==> config.mk <==
export PLATFORM = sky130hd
export DESIGN_NAME = qvr_regs
export DESIGN_NICKNAME = d
export VERILOG_FILES = /design/src/qvr_pkg.sv /design/src/qvr_queue_map.sv /design/src/qvr_member_filter.sv /design/src/qvr_regs.sv
export VERILOG_INCLUDE_DIRS = /design/src
export SDC_FILE = /design/constraint.sdc
export NUM_CORES = 1
export LEC_CHECK = 0
export BUFFER_PORTS_ARGS = -buffer_cell sky130_fd_sc_hd__buf_2
export CORE_MARGIN = 1
export CORE_UTILIZATION = 46
export CTS_CLUSTER_DIAMETER = 30
export DETAILED_ROUTE_END_ITERATION = 10
export PLACE_DENSITY = 0.85
export SLEW_MARGIN = 30
export SYNTH_ARGS = -nofsm -noshare
export SYNTH_HDL_FRONTEND = slang
export SYNTH_HIERARCHICAL = 1
export SYNTH_SLANG_ARGS = --single-unit
==> constraint.sdc <==
create_clock -name clk -period 4 [get_ports clk]
set_input_delay 0.8 -clock clk [delete_from_list [all_inputs] [get_ports clk]]
set_output_delay 0.8 -clock clk [all_outputs]
set_load 0.05 [all_outputs]
==> src/qvr_consts.svh <==
// Constants of the queue map and VLAN entry staging register bank.
// Included by the package and the design modules; defines only.
`ifndef QVR_CONSTS_SVH
`define QVR_CONSTS_SVH
`define QVR_ADDR_W 16
`define QVR_OFS_QMC 16'h0390
`define QVR_OFS_VE0 16'h0400
`define QVR_QMC_RESET 32'h0000_0082
`define QVR_QMC_RW_MASK 32'h0000_00ff
`define QVR_VE0_RESET 32'h0000_0000
`define QVR_VE0_RW_MASK 32'h8f00_707f
`define QVR_QMC_MAP_HI 7
`define QVR_QMC_MAP_LO 6
`define QVR_QMC_DISC 1
`define QVR_VE0_VALID 31
`define QVR_VE0_FWD 27
`define QVR_VE0_PRI_HI 26
`define QVR_VE0_PRI_LO 24
`define QVR_VE0_MST_HI 14
`define QVR_VE0_MST_LO 12
`define QVR_VE0_FID_HI 6
`define QVR_VE0_FID_LO 0
`define QVR_MAP_3HI 2'h0
`define QVR_MAP_UNUSED 2'h1
`define QVR_MAP_23HI 2'h2
`define QVR_MAP_123HI 2'h3
`define QVR_READ_ZERO 32'h0000_0000
`endif

==> src/qvr_pkg.sv <==
// Types shared by the queue map and VLAN entry register bank.
// Assumes qvr_consts.svh is on the include path.
`include "qvr_consts.svh"
package qvr_pkg;
    typedef logic [1:0] qvr_map_t;
    typedef logic [31:0] qvr_word_t;
    typedef enum logic [1:0] {
        QVR_IDLE = 2'b01,
        QVR_RESP = 2'b10
    } qvr_bus_e;
    typedef struct packed {
        qvr_word_t qmc;
        qvr_word_t ve0;
        qvr_word_t rdata;
        logic rvalid;
        qvr_bus_e bus;
    } qvr_regs_s;
    typedef struct packed {
        logic highQueue;
        logic restrict_;
        logic dropMirrored;
    } qvr_fwd_s;
endpackage : qvr_pkg

==> src/qvr_queue_map.sv <==
// Two-queue mapper: 2-bit regenerated priority to low or high queue.
// Assumes a synchronous clock and reset from the register bank.
`include "qvr_consts.svh"
module qvr_queue_map
    import qvr_pkg::*;
(
    // Clock and control
    input wire logic clk,
    input wire logic rst_n,
    input wire logic clkEn,
    // Mapping inputs
    input wire logic twoQueueMode,
    input wire qvr_map_t two_queue_priority_map,
    input wire logic [1:0] regenPriority,
    // Result
    output logic highQueue
);
    qvr_fwd_s state;
    qvr_fwd_s next_state;
    // Compare priority with the threshold that the map code selects
    always_comb begin
        next_state = state;
        next_state.restrict_ = 1'b0;
        next_state.dropMirrored = 1'b0;
        if (!twoQueueMode) begin
            next_state.highQueue = 1'b0;
        end else begin
            case (two_queue_priority_map)
                `QVR_MAP_3HI: next_state.highQueue = (regenPriority == 2'h3);
                `QVR_MAP_23HI: next_state.highQueue = regenPriority[1];
                `QVR_MAP_123HI: next_state.highQueue = (regenPriority != 2'h0);
                default: next_state.highQueue = regenPriority[1]; // Unused code acts as reset map
            endcase
        end
    end
    // Register the result
    always_ff @(posedge clk) begin
        if (!rst_n) begin
            state <= '0;
        end else if (clkEn) begin
            state <= next_state;
        end
    end
    assign highQueue = state.highQueue;
endmodule : qvr_queue_map

==> src/qvr_member_filter.sv <==
// Unicast membership filter: restricts destinations to membership ports.
// Assumes port maps are valid in the same cycle as frameMirrored.
`include "qvr_consts.svh"
module qvr_member_filter
    import qvr_pkg::*;
#(
    parameter int PORTS = 3
) (
    // Clock and control
    input wire logic clk,
    input wire logic rst_n,
    input wire logic clkEn,
    // Settings and frame information
    input wire logic membershipDiscard,
    input wire logic mirrorActive,
    input wire logic frameMirrored,
    input wire logic [PORTS-1:0] destPorts,
    input wire logic [PORTS-1:0] memberPorts,
    // Result
    output logic [PORTS-1:0] egressPorts,
    output logic dropFrame
);
    logic [PORTS-1:0] ports;
    logic [PORTS-1:0] next_ports;
    logic drop;
    logic next_drop;
    logic single;
    // Refuse port counts that the logic cannot serve
    if (PORTS < 1 || PORTS > 16) begin : gBadPorts
        $error("PORTS out of range");
    end
    // One destination exactly
    assign single = (destPorts != '0) && ((destPorts & (destPorts - 1'b1)) == '0);
    // Apply membership masking and the mirrored single-destination drop
    always_comb begin
        next_drop = 1'b0;
        if (membershipDiscard || !single) begin
            next_ports = destPorts & memberPorts;
        end else begin
            next_ports = destPorts;
            if (mirrorActive && frameMirrored) begin
                next_drop = 1'b1;
                next_ports = '0;
            end
        end
    end
    // Register results
    always_ff @(posedge clk) begin
        if (!rst_n) begin
            ports <= '0;
            drop <= 1'b0;
        end else if (clkEn) begin
            ports <= next_ports;
            drop <= next_drop;
        end
    end
    assign egressPorts = ports;
    assign dropFrame = drop;
endmodule : qvr_member_filter

==> src/qvr_regs.sv <==
// Queue management control and VLAN entry word zero, with decisions.
// Assumes a simple synchronous register port from management logic.
// Operation
// - Map code 00 sends priorities 0 to 2 low and 3 high; 01 is not used.
// - Map code 10, the reset value, sends 0 and 1 low and 2 and 3 high.
// - Map code 11 sends only 0 low and 1 to 3 high.
// - The map applies only on two-queue ports, on the 2-bit regenerated priority.
// - With the discard bit set (reset), all frames keep to membership ports.
// - With it clear, single-destination frames ignore membership ports.
// - With it clear and mirroring on, a mirrored single-destination frame drops.
// - Entry bit 31 marks the entry valid.
// - Entry bit 27 set forwards to the entry's own port map.
// - Entry bit 27 clear takes egress ports from other sources.
// - Entry bits 26:24 hold the entry priority.
// - Entry bits 14:12 hold the spanning tree instance.
// - Entry bits 6:0 hold the filter identifier used for lookup hashing.
`include "qvr_consts.svh"
module qvr_regs
    import qvr_pkg::*;
#(
    parameter int PORTS = 3
) (
    // Clock and control
    input wire logic clk,
    input wire logic rst_n,
    input wire logic clkEn,
    // Register port
    input wire logic regWrite,
    input wire logic regRead,
    input wire logic [`QVR_ADDR_W-1:0] regAddr,
    input wire logic [31:0] regWdata,
    input wire logic [3:0] regBe,
    output logic [31:0] regRdata,
    output logic regRvalid,
    // Table engine load of the staged entry on a table read
    input wire logic entryLoad,
    input wire logic [31:0] entryLoadData,
    // Queue mapping
    input wire logic twoQueueMode,
    input wire logic [1:0] regenPriority,
    output logic highQueue,
    // Membership filtering
    input wire logic mirrorActive,
    input wire logic frameMirrored,
    input wire logic [PORTS-1:0] destPorts,
    input wire logic [PORTS-1:0] memberPorts,
    output logic [PORTS-1:0] egressPorts,
    output logic dropFrame,
    // Staged entry fields
    output logic entryValid,
    output logic entryForwardOption,
    output logic [2:0] entryPriority,
    output logic [2:0] spanning_tree_instance,
    output logic [6:0] filter_identifier
);
    qvr_regs_s r;
    qvr_regs_s next_r;
    logic [31:0] beMask;
    // Refuse port counts that the filter cannot serve
    if (PORTS < 1 || PORTS > 16) begin : gBadPorts
        $error("PORTS out of range");
    end
    // Byte enables widened to a bit mask
    genvar g;
    generate
        for (g = 0; g < 4; g++) begin : gBe
            assign beMask[g*8 +: 8] = {8{regBe[g]}};
        end
    endgenerate
    // Register writes, reads and staged entry load
    always_comb begin
        next_r = r;
        next_r.rvalid = 1'b0;
        next_r.bus = QVR_IDLE;
        if (regWrite && regAddr == `QVR_OFS_QMC) begin
            next_r.qmc = (r.qmc & ~(beMask & `QVR_QMC_RW_MASK))
                | (regWdata & beMask & `QVR_QMC_RW_MASK);
        end
        if (entryLoad) begin
            next_r.ve0 = entryLoadData & `QVR_VE0_RW_MASK;
        end else if (regWrite && regAddr == `QVR_OFS_VE0) begin
            next_r.ve0 = (r.ve0 & ~(beMask & `QVR_VE0_RW_MASK))
                | (regWdata & beMask & `QVR_VE0_RW_MASK);
        end
        if (regRead) begin
            next_r.rvalid = 1'b1;
            next_r.bus = QVR_RESP;
            case (regAddr)
                `QVR_OFS_QMC: next_r.rdata = r.qmc;
                `QVR_OFS_VE0: next_r.rdata = r.ve0;
                default: next_r.rdata = `QVR_READ_ZERO;
            endcase
        end
    end
    // State register
    always_ff @(posedge clk) begin
        if (!rst_n) begin
            r.qmc <= `QVR_QMC_RESET;
            r.ve0 <= `QVR_VE0_RESET;
            r.rdata <= `QVR_READ_ZERO;
            r.rvalid <= 1'b0;
            r.bus <= QVR_IDLE;
        end else if (clkEn) begin
            r <= next_r;
        end
    end
    assign regRdata = r.rdata;
    assign regRvalid = r.rvalid;
    // Staged entry fields straight from the register
    assign entryValid = r.ve0[`QVR_VE0_VALID];
    assign entryForwardOption = r.ve0[`QVR_VE0_FWD];
    assign entryPriority = r.ve0[`QVR_VE0_PRI_HI:`QVR_VE0_PRI_LO];
    assign spanning_tree_instance = r.ve0[`QVR_VE0_MST_HI:`QVR_VE0_MST_LO];
    assign filter_identifier = r.ve0[`QVR_VE0_FID_HI:`QVR_VE0_FID_LO];
    // Queue mapper
    qvr_queue_map uMap (
        .clk(clk),
        .rst_n(rst_n),
        .clkEn(clkEn),
        .twoQueueMode(twoQueueMode),
        .two_queue_priority_map(r.qmc[`QVR_QMC_MAP_HI:`QVR_QMC_MAP_LO]),
        .regenPriority(regenPriority),
        .highQueue(highQueue)
    );
    // Membership filter
    qvr_member_filter #(.PORTS(PORTS)) uFilt (
        .clk(clk),
        .rst_n(rst_n),
        .clkEn(clkEn),
        .membershipDiscard(r.qmc[`QVR_QMC_DISC]),
        .mirrorActive(mirrorActive),
        .frameMirrored(frameMirrored),
        .destPorts(destPorts),
        .memberPorts(memberPorts),
        .egressPorts(egressPorts),
        .dropFrame(dropFrame)
    );
endmodule : qvr_regs

======== Word-level counts from Yosys, hierarchy flattened ========
Cells that the tools add are included.
word-level totals
  register bits after elaboration ......... 102
  logic and storage cells ................. 45
  output and inout bits ................... 53
  bits of input ports ..................... 101
cells by class
  reduce and logical (&&, ||, !) cells .... 14
  $add $sub $neg .......................... 1
  bitwise operators ....................... 9
  multiplexer cells ....................... 10
  equality and inequality tests ........... 4
operator list
  kind                    number
  $and A32 B32 Y32        3
  $mux W32                2
  $pmux W32 S2            1
  $not A32 Y32            1
  $not A8 Y32             1
  $or A32 B32 Y32         1
  $or A32 B8 Y32          1
  $eq A16 B10 Y1 const B  1
  $eq A16 B11 Y1 const B  1
  $mux W3                 3
  $and A3 B3 Y3           2
  $reduce_and A2 Y1       3
  $eq A2 B2 Y1 const B    2
  $logic_and A1 B1 Y1     4
  $reduce_bool A2 Y1      2
  $logic_not A3 Y1        1
  $mux W1                 3
  $reduce_bool A3 Y1      1
  $sub A3 B1 Y3 const B   1
  $logic_not A2 Y1        1
  $pmux W1 S2             1
  $logic_not A1 Y1        1
  $logic_or A1 B1 Y1      1

======== Depth between registers and ports, before layout ========
  depth after elaboration ................. 7
  gate-level depth with buffers ........... 6
  gate-level depth less buffers ........... 6

======== Cells and area by module ========
The synthesis kept the hierarchy.
modules (own cells, without submodules)
  module             sequential area each (sq um)  cells an instance  area an instance (sq um)  times used
  qvr_regs           820.8                         252                2185.8                    1
  qvr_member_filter  80.1                          23                 212.7                     1
  qvr_queue_map      20.0                          14                 96.3                      1

======== Worst setup path before layout ========
Ideal clock, no wire load.
  path kind ............................... input to register
  start point ............................. input port regAddr[12]
  end point ............................... register r[67] in the netlist's numbering
  stages .................................. 6
  data arrival time ....................... 1.838 ns
  buffers on the path ..................... 2
  path slack .............................. 2.090 ns
  library setup time ...................... 0.072 ns
  required time ........................... 3.928 ns
  path through ............................ nor4_4 -> and4_1 -> buf_4 -> and2b_1 -> buf_6 -> mux2i_1
between the ends
  longest elaborated chain between the ends .. 3
ends and longest elaborated chain
  element                               RTL line         source
  start, declared                       qvr_regs.sv:30   input wire logic [`QVR_ADDR_W-1:0] regAddr,
  $eq A16 B10 Y1                        --
  $logic_and A1 B1 Y1 (no source line)  --
  $reduce_and A2 Y1 (no source line)    --
  end signal, assigned                  qvr_regs.sv:104  r <= next_r;
  end, declared                         qvr_regs.sv:56   qvr_regs_s r;
Every way passes these cells.
A chain may end at the register's enable or synchronous reset.

======== Worst setup path after layout ========
  start point ............................. input port entryLoad
  end point ............................... register r, in the netlist filter_identifier[2]
between the ends
  longest elaborated chain between the ends .. 2
  elaborated cells between the ends (all ways) .. 3
  those cells by class .................... mux: 1; reduce/logical: 2
ends and longest elaborated chain
  element                              RTL line        source
  start, declared                      qvr_regs.sv:36  input wire logic entryLoad,
  $reduce_bool A2 Y1 (no source line)  --
  $reduce_and A2 Y1 (no source line)   --
Parallel ways exist; a longest one is shown, timed or not.

==> flow_summary.toml <==
[status]
run_status = "finished clean"

[timing]
final.setup.tns_ns = 0
clk_skew_ns = 0.00604
timing_worst_slew_pin_value_ns = 0.903
hold_violations = 0
relSlewSlack = 0.397
slew_viol_final = 0
setup-violations-final = 0
minimum_period_implied_by_the_final_worst_setup_slack_ns = 2.33
layout_worst_path_cycle_share = 0.584
finalHoldWorstSlack_ns = 0.454
setup_repair_after_global_routing_missed_its_margin = "false"
clock.fmax_mhz = 428

[setup_path]
cells_along_the_critical_path = "buf_2 > and2_1 > o21bai_1 > a221oi_1"
slowest_delay_ns = 0.65
reg2reg_depth = 6
crit_arrival_ns = 2.46
timing.reg2reg.setup_slack_ns = 2.76
slowest_stage = "sky130_fd_sc_hd__and2_1"
path_class = "input pin to flop"
endpoint_kind = "flop"
critical_path.max_fanout = 20
crit-reg2reg-capture = "uMap/highQueue"
timing.rr.start = "r[73]"
cp.required_ns = 4.12
cp-start-kind = "input pin"

[die]
io_pins = 154
dieArea_mm2 = 0.00572
fp.dieH_um = 75.6
fp.coreArea_mm2 = 0.00517
die_width_um = 75.6
rows = 26
floorplan.initialDensity = 0.482

[power]
p_switching_uw = 282
power.density_cell_area_mw_per_mm2 = 351
swShare = 0.281
share_clk_of_total_power = 0.336
ir_drop_mv = 0.139
power_leakage_uw = 0.00136
share_seq_of_total_power = 0.483
combinationalPowerShare = 0.181
internal-power_uw = 721

[synthesis]
synth.top_cells.by_count = "sky130_fd_sc_hd__buf_4 (48), sky130_fd_sc_hd__dfxtp_1 (46), sky130_fd_sc_hd__nor2_1 (29), sky130_fd_sc_hd__nand2_1 (25), sky130_fd_sc_hd__a221oi_1 (22)"
ys_async_sr_fraction = 0
postSynthAreaPerCell_um2 = 8.63
synth.ff_latch_count = 46
synth_top_area_frac = 0.369
yosys.cell_count.top_type = "sky130_fd_sc_hd__buf_4"
synth_top_flop_cell = "sky130_fd_sc_hd__dfxtp_1"
number_of_distinct_standard_cells_referenced_by_the_synthesized_netlist = 41
yosys-top-cells-area = "sky130_fd_sc_hd__dfxtp_1 (37%), sky130_fd_sc_hd__buf_4 (14%), sky130_fd_sc_hd__a221oi_1 (7.7%)"
post_synth_inst_count = 289
synth_enable_flop_cells = 0
netlist_area_mm2 = 0.00249
synthesis.yosys.warnings = 6
syn_nets = 392
synth_area_leader_cell = "sky130_fd_sc_hd__dfxtp_1"
yosysSeqAreaShare = 0.369

[layout]
finish.utilization = 0.552
layout.nets = 455
antennaDiodeCount = 0
final.fill_count = 482
layout-area-overhead-vs-synth_pct = 14.5
drive_gt1_frac = 0.368

[cts]
postCtsHoldBufs = 0
clockBufferDepth = 2
clock_tree_from_tritoncts = "yes"
clk_transition_reported_paths_ns = 0.08
post_cts.repair.setup_buffers = 0
cts.htree.levels = 2
cts.root.buffer_cell = "sky130_fd_sc_hd__clkbuf_8"
number_of_resized_instances_in_the_post_cts_repair_step = 0
cts_buffers = 5
clkLatencyLatePin_ns = 0.30
tritoncts_num_sinks = 46

[hold_path]
end_point_of_the_worst_hold_path = "regRdata[25]"
worstHoldPathCells = 2
timing.hold.worst.start = "regRdata[25]"
worst_hold_path_type = "flop to flop"

[global_route]
first_global_vias = 1870
grt_overflow = 0
track_usage = 0.205
antenna_found_initial = 0
grt_max_degree = 32
grt_first_pass_wirelength_mm = 8.71

[route]
avgViaCountPerCell = 5.25
drt-total-wl_mm = 5.92
ant_nets = 0
drtIter0Drc = 84
route.vias.total = 2222
drt_drc_violations_left = 0
routed_wire_length_per_instance_um = 14.0
firstDrtPassIters = 4

[run]
max-cap-violations = 0

[place]
place.port_buffers = 119
rd_place_congestion = 0.757
hpwl_mm = 4.31
==> critical path: cells and delay by family <==
family                 cells  cell delay (ns)
and+or+nand+nor            1             0.65
AOI/OAI and AO/OA          2             0.61
buffers and inverters      1             0.39
==> state kept, by name, summed over array words and instances (netlist names) <==
signal                  count
r                           8
entryPriority               3
entryValid                  1
uFilt/dropFrame             1
filter_identifier           7
uMap/highQueue              1
regRdata                   17
uFilt/egressPorts           3
entryForwardOption          1
regRvalid                   1
spanning_tree_instance      3
==> final cells by class <==
cell class                      instances  area (µm²)  area share
Multi-Input combinational cell        175        1130       0.395
Sequential cell                        46         921       0.322
Timing Repair Buffer                  119         596       0.208
Tap cell                               70        87.6      0.0307
Clock buffer                            7        76.3      0.0267
Clock inverter                          1        30.0      0.0105
Inverter                                5        18.8     0.00657
==> cells by family (layout without fill, tap and decap cells) <==
group                      after synthesis  in the layout  synth area share
AOI/OAI and AO/OA                       63             63             0.177
adders and majority gates                2              2            0.0100
muxes                                   15             15            0.0602
and+or+nand+nor                         94             94             0.202
xor gates and xnor gates                 1              1           0.00351
buffers and inverters                   68            132             0.179
DFF                                     46             46             0.369
==> through the flow <==
step           area (µm²)  setup WS (ns)  total power (µW)  std cells
6_report             2860           1.67              1000        423
5_1_grt              2860           1.55              1040        423
4_1_cts              2860           1.67              1010        423
3_5_place_dp         2750           1.35               677        415
3_3_place_gp         2750           1.44               672        415
2_1_floorplan        2490           2.09               625        289
==> cells in the final DEF, fill, tap and decap left out, types with 2 or more instances in the layout <==
cell type,netlist,layout
sky130_fd_sc_hd__buf_2,2,119
sky130_fd_sc_hd__dfxtp_1,46,46
sky130_fd_sc_hd__nor2_1,29,29
sky130_fd_sc_hd__nand2_1,25,25
sky130_fd_sc_hd__a221oi_1,22,22
sky130_fd_sc_hd__mux2i_1,15,15
sky130_fd_sc_hd__a21oi_1,14,14
sky130_fd_sc_hd__nand3_1,11,11
sky130_fd_sc_hd__o21ai_0,11,11
sky130_fd_sc_hd__a22oi_1,6,6
sky130_fd_sc_hd__inv_1,5,5
sky130_fd_sc_hd__clkbuf_8,0,5
sky130_fd_sc_hd__nand3b_1,4,4
sky130_fd_sc_hd__and3_1,3,3
sky130_fd_sc_hd__nor3_1,3,3
sky130_fd_sc_hd__o2111ai_1,3,3
sky130_fd_sc_hd__nor2b_1,2,2
sky130_fd_sc_hd__nor4_4,2,2
sky130_fd_sc_hd__and4_1,2,2
sky130_fd_sc_hd__and2_1,2,2
sky130_fd_sc_hd__a21o_1,2,2
sky130_fd_sc_hd__clkbuf_1,9,2
sky130_fd_sc_hd__and3b_1,2,2
sky130_fd_sc_hd__o21ai_1,2,2
sky130_fd_sc_hd__ha_1,2,2
==> how the worst max path moves through the flow <==
stage | startpoint | endpoint | cells past startpoint
2_1_floorplan | regAddr[12] | r[67] | 6
3_3_place_gp | entryLoad | filter_identifier[3] | 4
3_5_place_dp | regAddr[5] | entryValid | 5
4_1_cts | regAddr[5] | entryValid | 5
5_1_grt | entryLoad | filter_identifier[2] | 4
6_report | entryLoad | filter_identifier[2] | 4
==> power groups by stage <==
stage / logic, µW / clock network, µW / registers (µW)
after detailed placement: 182 / 0 / 495
after global placement: 178 / 0 / 494
after floorplan: 120 / 0 / 505
after CTS: 182 / 346 / 484
after global routing: 195 / 361 / 487
final: 182 / 337 / 484
==> per-layer routing <==
metal	up-vias	GRT usage	part of all wire
li1	1107	-	-
met1	1022	0.242	0.40
met3	7	0.0503	0.065
met5	-	0	0
met4	0	0.0638	0.011
met2	86	0.366	0.52
Power figures use the tool's default switching activity.
